==> src/hw/fpt_pkg.sv <==
// Package: constants and types of the flash parameter table reader
package fpt_pkg;

    // ****************************************************************
    // Table geometry
    // ****************************************************************
    localparam logic [7:0] TABLE_BASE   = 8'h30;  // First basic parameter byte
    localparam logic [7:0] OFS_DENS_LO  = 8'h34;  // Lowest density byte
    localparam logic [7:0] OFS_DENS_HI  = 8'h37;
    localparam logic [7:0] OFS_QUAD_CYC = 8'h38;  // Quad I/O read cycle counts
    localparam logic [7:0] OFS_QUAD_OP  = 8'h39;  // Quad I/O read instruction
    localparam logic [7:0] OFS_QOUT_CYC = 8'h3A;
    localparam logic [7:0] OFS_QOUT_OP  = 8'h3B;
    localparam logic [7:0] OFS_DOUT_CYC = 8'h3C;
    localparam logic [7:0] OFS_DOUT_OP  = 8'h3D;
    localparam logic [7:0] OFS_DIO_CYC  = 8'h3E;
    localparam logic [7:0] OFS_DIO_OP   = 8'h3F;
    localparam logic [7:0] OFS_QCMD     = 8'h40;
    localparam logic [7:0] OFS_RSV_LO   = 8'h41;
    localparam logic [7:0] OFS_RSV_HI   = 8'h45;
    localparam logic [7:0] OFS_DALL_CYC = 8'h46;
    localparam logic [7:0] OFS_DALL_OP  = 8'h47;

    // ****************************************************************
    // Table contents
    // ****************************************************************
    localparam logic [7:0] VAL_DENS_HI  = 8'h01;
    localparam logic [7:0] VAL_QUAD_CYC = 8'h44;  // 2 mode, 4 dummy
    localparam logic [7:0] VAL_QUAD_OP  = 8'hEB;
    localparam logic [7:0] VAL_QOUT_CYC = 8'h08;  // 0 mode, 8 dummy
    localparam logic [7:0] VAL_QOUT_OP  = 8'h6B;
    localparam logic [7:0] VAL_DOUT_CYC = 8'h08;
    localparam logic [7:0] VAL_DOUT_OP  = 8'h3B;
    localparam logic [7:0] VAL_DIO_CYC  = 8'h80;  // 4 mode, 0 dummy
    localparam logic [7:0] VAL_DIO_OP   = 8'hBB;
    localparam logic [7:0] VAL_QCMD     = 8'hFE;  // Quad command mode bit 4 set
    localparam logic [7:0] VAL_FILL     = 8'hFF;  // Reserved, unsupported, unmapped

    // ****************************************************************
    // Shifter
    // ****************************************************************
    localparam logic [2:0] BIT_LAST  = 3'h7;
    localparam logic [2:0] BIT_FIRST = 3'h0;
    localparam logic [7:0] OFS_STEP  = 8'h01;
    localparam logic       SER_IDLE  = 1'b1;

    typedef enum logic [0:0] {
        ST_IDLE   = 1'b0,
        ST_ACTIVE = 1'b1
    } fpt_state_e;

    // Host-side request group
    typedef struct packed {
        logic       loadAddr;    // Pulse: start a read at startOfs
        logic [7:0] startOfs;
        logic       shiftStrb;   // Pulse: host consumed one bit
    } fpt_req_s;

endpackage

==> src/hw/fpt_param_rom.sv <==
// Combinational lookup of one parameter table byte by relative offset
`timescale 1ns/100ps
module fpt_param_rom
    import fpt_pkg::*;
(
    // Lookup
    input  wire logic [7:0] addr,
    output logic      [7:0] data
);

    // Fixed table; anything not listed reads as all ones
    always_comb
    begin
        unique case (addr)
            OFS_DENS_HI:  data = VAL_DENS_HI;
            OFS_QUAD_CYC: data = VAL_QUAD_CYC;
            OFS_QUAD_OP:  data = VAL_QUAD_OP;
            OFS_QOUT_CYC: data = VAL_QOUT_CYC;
            OFS_QOUT_OP:  data = VAL_QOUT_OP;
            OFS_DOUT_CYC: data = VAL_DOUT_CYC;
            OFS_DOUT_OP:  data = VAL_DOUT_OP;
            OFS_DIO_CYC:  data = VAL_DIO_CYC;
            OFS_DIO_OP:   data = VAL_DIO_OP;
            OFS_QCMD:     data = VAL_QCMD;
            // Density low bytes, reserved run and dual-all pair all read ones
            default:      data = VAL_FILL;
        endcase
    end

endmodule

==> src/hw/fpt_table_reader.sv <==
// Serial read-out of the flash parameter table, bytes at relative offsets
// Function
// - Offset 38h reads 44h: quad_io_read two mode, four dummy clocks.
// - Offset 39h reads EBh, the quad_io_read instruction code.
// - Offset 3Ah reads 08h: quad output read, zero mode, eight dummy.
// - Offset 3Bh reads 6Bh, the quad output read instruction code.
// - Offset 3Ch reads 08h: dual output read, zero mode, eight dummy.
// - Offset 3Dh reads 3Bh, the dual output read instruction code.
// - Offset 3Eh reads 80h: dual I/O read, four mode, zero dummy.
// - Offset 3Fh reads BBh, the dual I/O read instruction code.
// - Offset 40h reads FEh: quad_command_mode supported, reserved_bits ones.
// - Offsets 41h to 45h read FFh.
// - Offset 46h reads FFh: dual-all read not offered.
// - Offset 47h, dual-all instruction code, reads FFh.
// - Offsets 34h to 36h read FFh, lower density bytes.
// - Offsets count from table start; basic words begin at 30h.
`timescale 1ns/100ps
module fpt_table_reader
    import fpt_pkg::*;
(
    // Clock and reset
    input  wire logic       core_clk,
    input  wire logic       rst_n,
    // Host read port
    input  wire logic       selN,
    input  wire fpt_req_s   req,
    // Serial answer
    output logic            serOut_r,
    output logic            byteDone_r,
    // Status
    output logic            active_r,
    output logic      [7:0] curOffset_r,
    output logic      [7:0] curByte_r
);

    // ****************************************************************
    // State
    // ****************************************************************
    fpt_state_e state_r;
    fpt_state_e state_nxt;
    logic [7:0] shift_r;
    logic [7:0] shift_nxt;
    logic [2:0] bitCnt_r;
    logic [2:0] bitCnt_nxt;
    logic [7:0] curOffset_nxt;
    logic [7:0] curByte_nxt;
    logic       serOut_nxt;
    logic       byteDone_nxt;
    logic [7:0] romAddr;
    logic [7:0] romData;
    logic [7:0] nextOffset;

    // Offsets beyond FFh wrap; the table never reaches that far
    assign nextOffset = curOffset_r + OFS_STEP;

    // One lookup port shared by load and byte rollover, saving a second table
    assign romAddr = req.loadAddr ? req.startOfs : nextOffset;

    fpt_param_rom u_rom
    (
        .addr (romAddr),
        .data (romData)
    );

    // ****************************************************************
    // Next-state logic
    // ****************************************************************
    // A load wins over a strobe in the same cycle; select high aborts all
    always_comb
    begin
        state_nxt     = state_r;
        shift_nxt     = shift_r;
        bitCnt_nxt    = bitCnt_r;
        curOffset_nxt = curOffset_r;
        curByte_nxt   = curByte_r;
        serOut_nxt    = serOut_r;
        byteDone_nxt  = 1'b0;
        if (selN)
        begin
            state_nxt  = ST_IDLE;
            serOut_nxt = SER_IDLE;
            bitCnt_nxt = BIT_FIRST;
        end
        else if (req.loadAddr)
        begin
            state_nxt     = ST_ACTIVE;
            curOffset_nxt = req.startOfs;
            curByte_nxt   = romData;
            shift_nxt     = romData;
            serOut_nxt    = romData[7];
            bitCnt_nxt    = BIT_FIRST;
        end
        else
        begin
            unique case (state_r)
                ST_IDLE:
                begin
                    serOut_nxt = SER_IDLE;
                end
                ST_ACTIVE:
                begin
                    if (req.shiftStrb)
                    begin
                        if (bitCnt_r == BIT_LAST)
                        begin
                            // Roll over to the following byte without a gap
                            curOffset_nxt = nextOffset;
                            curByte_nxt   = romData;
                            shift_nxt     = romData;
                            serOut_nxt    = romData[7];
                            bitCnt_nxt    = BIT_FIRST;
                            byteDone_nxt  = 1'b1;
                        end
                        else
                        begin
                            shift_nxt  = {shift_r[6:0], 1'b0};
                            serOut_nxt = shift_r[6];
                            bitCnt_nxt = bitCnt_r + 3'h1;
                        end
                    end
                end
            endcase
        end
    end

    // ****************************************************************
    // Registers
    // ****************************************************************
    // Synchronous reset, every output held at a defined level
    always_ff @(posedge core_clk)
    begin
        if (!rst_n)
        begin
            state_r     <= ST_IDLE;
            shift_r     <= VAL_FILL;
            bitCnt_r    <= BIT_FIRST;
            curOffset_r <= TABLE_BASE;
            curByte_r   <= VAL_FILL;
            serOut_r    <= SER_IDLE;
            byteDone_r  <= 1'b0;
            active_r    <= 1'b0;
        end
        else
        begin
            state_r     <= state_nxt;
            shift_r     <= shift_nxt;
            bitCnt_r    <= bitCnt_nxt;
            curOffset_r <= curOffset_nxt;
            curByte_r   <= curByte_nxt;
            serOut_r    <= serOut_nxt;
            byteDone_r  <= byteDone_nxt;
            active_r    <= (state_nxt == ST_ACTIVE);
        end
    end

    // ****************************************************************
    // Assertions
    // ****************************************************************
    // Table contents seen at the outputs while a read is running
    property p_quad_cyc;
        @(posedge core_clk) disable iff (!rst_n)
        (active_r && curOffset_r == OFS_QUAD_CYC) |-> curByte_r == VAL_QUAD_CYC;
    endproperty
    a_quad_cyc: assert property (p_quad_cyc) else $error("quad io cycle byte wrong");

    property p_quad_op;
        @(posedge core_clk) disable iff (!rst_n)
        (active_r && curOffset_r == OFS_QUAD_OP) |-> curByte_r == VAL_QUAD_OP;
    endproperty
    a_quad_op: assert property (p_quad_op) else $error("quad io opcode wrong");

    property p_qout;
        @(posedge core_clk) disable iff (!rst_n)
        (active_r && curOffset_r == OFS_QOUT_OP) |-> curByte_r == VAL_QOUT_OP;
    endproperty
    a_qout: assert property (p_qout) else $error("quad output opcode wrong");

    property p_dio_cyc;
        @(posedge core_clk) disable iff (!rst_n)
        (active_r && curOffset_r == OFS_DIO_CYC) |-> curByte_r == VAL_DIO_CYC;
    endproperty
    a_dio_cyc: assert property (p_dio_cyc) else $error("dual io cycle byte wrong");

    property p_qcmd;
        @(posedge core_clk) disable iff (!rst_n)
        (active_r && curOffset_r == OFS_QCMD) |-> curByte_r == VAL_QCMD;
    endproperty
    a_qcmd: assert property (p_qcmd) else $error("quad command byte wrong");

    property p_rsv;
        @(posedge core_clk) disable iff (!rst_n)
        (active_r && curOffset_r >= OFS_RSV_LO && curOffset_r <= OFS_DALL_OP)
            |-> curByte_r == VAL_FILL;
    endproperty
    a_rsv: assert property (p_rsv) else $error("reserved byte not all ones");

    property p_dens;
        @(posedge core_clk) disable iff (!rst_n)
        (active_r && curOffset_r == OFS_DENS_HI) |-> curByte_r == VAL_DENS_HI;
    endproperty
    a_dens: assert property (p_dens) else $error("density top byte wrong");

    // Eighth strobe moves to the next offset and flags the byte
    property p_incr;
        @(posedge core_clk) disable iff (!rst_n)
        (state_r == ST_ACTIVE && !selN && !req.loadAddr && req.shiftStrb
            && bitCnt_r == BIT_LAST)
            |=> byteDone_r && curOffset_r == $past(curOffset_r) + OFS_STEP
                && serOut_r == curByte_r[7];
    endproperty
    a_incr: assert property (p_incr) else $error("offset did not advance");

    // Second bit of a freshly loaded byte follows one strobe later
    property p_bits;
        @(posedge core_clk) disable iff (!rst_n)
        (!selN && req.loadAddr)
            ##1 (!selN && !req.loadAddr && req.shiftStrb)
            |=> serOut_r == curByte_r[6];
    endproperty
    a_bits: assert property (p_bits) else $error("serial bit order wrong");

endmodule

==> config.mk <==
export PLATFORM = sky130hd
export DESIGN_NAME = fpt_table_reader
export DESIGN_NICKNAME = d
export VERILOG_FILES = /design/src/hw/fpt_pkg.sv /design/src/hw/fpt_param_rom.sv /design/src/hw/fpt_table_reader.sv
export SDC_FILE = /design/constraint.sdc
export NUM_CORES = 1
export LEC_CHECK = 0
export BUFFER_PORTS_ARGS = -buffer_cell sky130_fd_sc_hd__buf_2
export CAP_MARGIN = 0
export CORE_AREA = 2 2 81 52
export DETAILED_ROUTE_END_ITERATION = 6
export DIE_AREA = 0 0 83 54
export PLACE_DENSITY = 0.75
export REMOVE_ABC_BUFFERS = 1
export SLEW_MARGIN = 15
export SYNTH_ARGS = -nofsm -noshare
export SYNTH_HDL_FRONTEND = slang
export SYNTH_HIERARCHICAL = 1
export SYNTH_SLANG_ARGS = --single-unit
==> constraint.sdc <==
create_clock -name core_clk -period 2.2 [get_ports core_clk]
set_input_delay 0.33 -clock core_clk [delete_from_list [all_inputs] [get_ports core_clk]]
set_output_delay 0.33 -clock core_clk [all_outputs]
set_load 0.02 [all_outputs]
==> out/results.tsv, run 1 <==
metric	value	unit
timing.critical_path.from	curOffset_r[0]$_SDFFE_PN0P_	
synth_top_family_by_area	simple AND/OR/NAND/NOR gates	
htreeDepth	2	
die_x	83	um
syn-instance-count	210	
period_share	91.4	%
drive_gt1_share	27.3	%
synthSimpleGateAreaFrac	32.9	%
r2r_setup_slack	190	ps
synth_xor_area_share	2.17	%
synth_compound_area_share	18.1	%
grtUsageTotal	18.7	%
cts_tree	yes	
syn_to_final_growth	20.0	%
design_area	1940	um2
synthFlopType	dfxtp_1	
dieArea	4480	um2
antenna_left	0	
io_buffer_count	31	
synth_top_area_cell	dfxtp_1	
p_per_area	623	nW/um2
yosysWarnings	6	
cts.sinks	29	
slowest_stage	and4bb_4	
die_h	54	um
max_cap_viol_count	0	
finClkSkew	2.92	ps
grt_pass1_vias	1411	
report.final.hold_viol_count	0	
grt_first_pass_wirelength	6.60	mm
io_pins	32	
synth_area_leaders	dfxtp_1, nand2_1, nand3_1	
wl_per_cell	13.2	um
cts_inserted_buffers	5	
slew_headroom	72.5	%
grt_max_degree	18	
root_buffer	clkbuf_8	
placed_cells	287	
cts_resized	0	
hpwl	2.81	mm
seq_area_frac_synth	36.0	%
insertion_delay	280	ps
yosys-mux-area-fraction	1.32	%
via_count	1568	
critPathLaunchType	register	
cp_cell_sequence	ha_2 > nand2_1 > o21a_1 > nor3_1 > nor2_1 > and4bb_4 > o21ai_1 > nor2_1 > o311ai_0	
routabilityCongestion	0.851	
hold_class	input port to register	
placementRows	18	
ys_types	48	
drtIter0Drc	88	
n_antenna_cell	0	
ir_drop	0.000323	V
synth.avg_cell_area	7.69	um2
synth_edf_count	0	
cpPeakStageDelay	390	ps
worstSetupEndpointType	register	
coreArea	3850	um2
grt_overflow	0	
routed_wl	3.88	mm
finalPower	1210	uW
critPathMaxFanout	7	
cts.path.max_buffers	2	
worstPathArrival	2150	ps
path_clk_slew	60	ps
r2r-start	curOffset_r[0]$_SDFFE_PN0P_	
async_flop_share	0	%
hold_buffers	0	
status	finished, final reports clean	
placed_cell_area	1830	um2
nets	260	
start_util	41.9	%
routed_via_density	5.32	
finalNonFillerCells	295	
leakagePower	0.000824	uW
setup_viol	0	
min_period	2010	ps
tightest_slew	412	ps
drt_first_pass_iters	4	
min_from	req[0]	
crit_type	register to register	
synth_top_area_share	36.0	%
syn_area	1610	um2
worst_path_most_repeated_cell	nor2_1	
grt_setup_unrepaired	false	
drc	0	
required	2340	ps
ys_seq_elements	29	
cts_setup_buffers	0	
synthAdderAreaFrac	2.33	%
clock.fmax	497	MHz
finalMaxSlewViolations	0	
antenna_found_initial	0	
cell usage in the layout, fill, tap and decap left out, types with 2 or more instances in the layout:
| master | synthesis | layout |
|---|---|---|
| clkinv_2 | 0 | 2 |
| o311ai_0 | 3 | 2 |
| buf_2 | 5 | 31 |
| clkbuf_8 | 0 | 5 |
| inv_1 | 4 | 4 |
| o311ai_1 | 3 | 4 |
| o21a_1 | 4 | 3 |
| dfxtp_1 | 29 | 27 |
| nor3_1 | 14 | 13 |
| a21o_1 | 2 | 2 |
| o21ai_0 | 10 | 9 |
| nand3_2 | 1 | 2 |
| xnor2_1 | 3 | 3 |
| nor2_1 | 13 | 13 |
| nand3_1 | 19 | 18 |
| nand2_1 | 44 | 44 |
| a21boi_0 | 3 | 3 |
| nand2b_1 | 5 | 5 |
| ha_1 | 3 | 2 |
| a21oi_1 | 5 | 5 |
| nor3_2 | 1 | 2 |
| buf_4 | 3 | 11 |
| nor2b_1 | 4 | 4 |
| dfxtp_2 | 0 | 2 |
| o21ai_1 | 1 | 2 |
cells in the mapped netlist, types with 2 or more instances:
master	n
a21boi_0	3
a21o_1	2
a21oi_1	5
buf_2	5
buf_4	3
buf_6	3
clkbuf_1	4
dfxtp_1	29
ha_1	3
inv_1	4
nand2_1	44
nand2b_1	5
nand3_1	19
nor2_1	13
nor2b_1	4
nor3_1	14
o21a_1	4
o21ai_0	10
o311ai_0	3
o311ai_1	3
xnor2_1	3
worst max-delay path, delay by kind of cell, from the launching register on:
kind	cells	cell delay (ps)
AOI/OAI and AO/OA	3	420
adders and majority gates	1	220
DFF	1	370
and+or+nand+nor	5	890
metrics by stage:
stage / worst slack (ps) / hold slack, ps / utilization [%] / setup TNS, ps
floorplan: -65.2 / 395 / - / -65.2
global placement: 181 / 447 / 47.6 / 0
detailed placement: 61.3 / 451 / 47.6 / 0
CTS: 31.3 / 352 / 49.8 / 0
global route: 50.1 / 375 / 50.3 / 0
finish: 189 / 364 / 50.3 / 0
area by class of cell:
cell class                      count  area [um2]
Sequential cell                    29         583
Timing Repair Buffer               43         258
Clock buffer                        6        72.6
Clock inverter                      2        10.0
Tap cell                           50        62.6
Multi-Input combinational cell    161         936
Fill cell                         375        1910
Inverter                            4        15.0
sequential cells by signal, indices dropped and copies added, names as in the netlist:
| register | count |
|---|---|
| state_r | 1 |
| curByte_r | 8 |
| curOffset_r | 8 |
| serOut_r | 1 |
| bitCnt_r | 3 |
| shift_r | 7 |
| byteDone_r | 1 |
layer usage:
metal  share of wire, %  GRT usage [%]  wire [um]
met5                  0              0          0
met4                1.3           5.74         51
met3                6.8           6.13        264
met2                 39           27.3       1510
met1                 53           26.2       2060
worst paths after layout:
path | endpoint | cells past startpoint
setup / recovery | shift_r[5]$_SDFFE_PN1P_ | 9
hold / removal | byteDone_r$_SDFF_PP0_ | 3
setup reg to reg | shift_r[5]$_SDFFE_PN1P_ | 9
hold reg to reg | bitCnt_r[2]$_SDFFE_PP0P_ | 2
report_power, final:
| part | internal [uW] | switching, uW |
|---|---|---|
| clock | 219 | 211 |
| sequential | 549 | 17.1 |
| combinational | 84.7 | 127 |
cell families after synthesis:
kind of cell	after synthesis
compound gates	41
xor+xnor	4
fa+ha+maj	3
buf+inv	20
flops	29
mux	2
simple gates	111
Power figures use the tool's default switching activity.
==> inputs of run 2 (changes only) <==
--- a/config.mk
+++ b/config.mk
@@ -10,7 +10,7 @@
 export CORE_AREA = 2 2 81 52
 export DETAILED_ROUTE_END_ITERATION = 6
 export DIE_AREA = 0 0 83 54
-export PLACE_DENSITY = 0.75
+export PLACE_DENSITY_LB_ADDON = 0.1
 export REMOVE_ABC_BUFFERS = 1
 export SLEW_MARGIN = 15
 export SYNTH_ARGS = -nofsm -noshare
==> out/results.tsv, run 2 (synthesis gave the netlist of run 1 again) <==
metric	value	unit	change
status	finished, final reports clean		unchanged
reg_top3	curByte_r x8, curOffset_r x8, shift_r x7		unchanged
grtUsageTotal	18.0	%	was 18.7%
antenna_found_initial	0		unchanged
drtIter0Drc	63		was 88
worstSetupEndpointType	register		unchanged
via_count	1531		was 1,568
hold_class	input port to register		unchanged
worstPathArrival	2200	ps	was 2150 ps
report.final.hold_viol_count	0		unchanged
hpwl	2.78	mm	was 2.81 mm
cts_inserted_buffers	5		unchanged
grt_pass1_vias	1312		was 1,411
dieArea	4480	um2	unchanged
clock.fmax	491	MHz	was 497 MHz
n_antenna_cell	0		unchanged
postLayoutCoreUtil	51.1	%	was 50.3%
routed_via_density	5.15		was 5.32
finalMaxSlewViolations	0		unchanged
max_cap_viol_count	0		unchanged
setup_viol	0		unchanged
pre_cts_ws	-64.3	ps	was 61.3 ps
slew_headroom	63.1	%	was 72.5%
reg2reg_to	curByte_r[0]$_SDFFE_PN1P_		was shift_r[5]$_SDFFE_PN1P_
tightest_slew	548	ps	was 412 ps
combPwrFrac	16.6	%	was 17.5%
routed_wl	3.82	mm	was 3.88 mm
coreArea	3850	um2	unchanged
root_buffer	clkbuf_8		unchanged
p_per_area	643	nW/um2	was 623 nW/um2
io_pins	32		unchanged
start_util	41.9	%	unchanged
met1_usage	26.5	%	was 26.2%
min_period	2040	ps	was 2010 ps
grt_max_degree	19		was 18
hold_depth	2		was 3
path_clk_slew	60	ps	about the same
period_share	92.7	%	was 91.4%
r2r_cells	10		was 9
finClkSkew	2.32	ps	was 2.92 ps
p_int	916	uW	was 853 uW
hold_buffers	0		unchanged
placementRows	18		unchanged
r2r-start	curOffset_r[0]$_SDFFE_PN0P_		unchanged
die_h	54	um	unchanged
required	2360	ps	was 2340 ps
drive_gt1_share	29.1	%	was 27.3%
htreeDepth	2		unchanged
final_common_cell	nand2_1		unchanged
power_frac_seq	44.8	%	was 46.9%
syn_to_final_growth	21.9	%	was 20.0%
switchingPower	349	uW	was 354 uW
crit_type	register to register		unchanged
critPathLaunchType	register		unchanged
drc	0		unchanged
setup_slack	161	ps	was 189 ps
routabilityCongestion	0.825		was 0.851
grt_overflow	0		unchanged
nets	262		was 260
io_buffer_count	31		unchanged
grt_use_met3	5.37	%	was 6.13%
drt_first_pass_iters	4		unchanged
p_clk_share	38.6	%	was 35.6%
layout_common_cells	nand2_1, buf_2, dfxtp_1		unchanged
wl_per_cell	12.9	um	was 13.2 um
grt-busiest-layer	met1		was met2
ir_drop	0.000386	V	was 0.000323 V
grt_first_pass_wirelength	6.29	mm	was 6.60 mm
antenna_left	0		unchanged
grt_setup_unrepaired	false		unchanged
critPathMaxFanout	7		unchanged
r2r_setup_slack	160	ps	was 190 ps
leakagePower	0.000837	uW	was 0.000824 uW
use_met2	24.6	%	was 27.3%
cts_tree	yes		unchanged
swShare	27.6	%	was 29.4%
cts.path.max_buffers	2		unchanged
cts.sinks	29		unchanged
hold_end	shift_r[0]$_SDFFE_PN1P_		was byteDone_r$_SDFF_PP0_
min_from	rst_n		was req[0]
insertion_delay	280	ps	about the same
die_x	83	um	unchanged
==> run 2: changes by cell type in the layout (fill, tap and decap cells not counted), sizes merged <==
| cell | change |
|---|---|
| buf | +2 |
| clkbuf | +1 |
| clkinv | -1 |
==> run 2: layout make-up <==
cell class	instances	area (um2)
Fill cell	377	1880
Multi-Input combinational cell	161	943
Sequential cell	29	584
Timing Repair Buffer	45	260
Clock buffer	7	96.3
Tap cell	50	62.6
Inverter	4	15.0
Clock inverter	1	5.00
==> run 2: routing by layer <==
layer	up-vias	part of all wire, %
met5	-	0
met4	0	0.65
met3	3	4.7
met2	32	38
met1	697	56
li1	799	-
==> run 2: power groups by stage <==
stage               Sequential (uW)  Clock [uW]  Combinational [uW]
floorplan                       594           0                 104
global placement                576           0                 207
detailed placement              576           0                 205
CTS                             565         502                 206
global route                    569         520                 233
finish                          566         488                 210
==> run 2: per-stage QoR <==
step | area, um2 | total power, uW | TNS (ps) | hold slack, ps | std cells
2_1_floorplan | 1510 | 698 | -65.2 | 395 | 194
3_3_place_gp | 1840 | 783 | -11.4 | 448 | 289
3_5_place_dp | 1840 | 782 | -110 | 453 | 289
4_1_cts | 1940 | 1270 | 0 | 319 | 297
5_1_grt | 1970 | 1320 | 0 | 339 | 297
6_report | 1970 | 1260 | 0 | 325 | 297
==> run 2: worst max path at each step <==
stage                                           start                         to  slack [ps]  cells past startpoint
final                     curOffset_r[0]$_SDFFE_PN0P_  curByte_r[0]$_SDFFE_PN1P_         160                     10
after detailed placement  curOffset_r[0]$_SDFFE_PN0P_    shift_r[5]$_SDFFE_PN1P_         -60                      9
after global routing      curOffset_r[5]$_SDFFE_PN1P_    shift_r[0]$_SDFFE_PN1P_          20                      9
after CTS                 curOffset_r[0]$_SDFFE_PN0P_    shift_r[5]$_SDFFE_PN1P_          10                      8
after global placement    curOffset_r[0]$_SDFFE_PN0P_    shift_r[5]$_SDFFE_PN1P_          -8                      9
after floorplan           curOffset_r[0]$_SDFFE_PN0P_    shift_r[4]$_SDFFE_PN1P_         -70                      8
==> run 2: repair_timing <==
action | 4_1_cts | 5_1_grt
pin swaps | 0 | 1
endpoints found under the setup margin | 2 | 13
setup buffers | 0 | 0
gates resized for setup | 1 | 9
==> run 2: worst max-delay path, stage by stage (launching register included) <==
cell and delay [ps]:
dfxtp_2 380, ha_2 210, nand2_1 120, o21a_1 200, nor3_2 160, nor2_1 90, and4bb_4 370, nand2_1 70
a21o_1 160, nand2_1 80, nand3_1 80
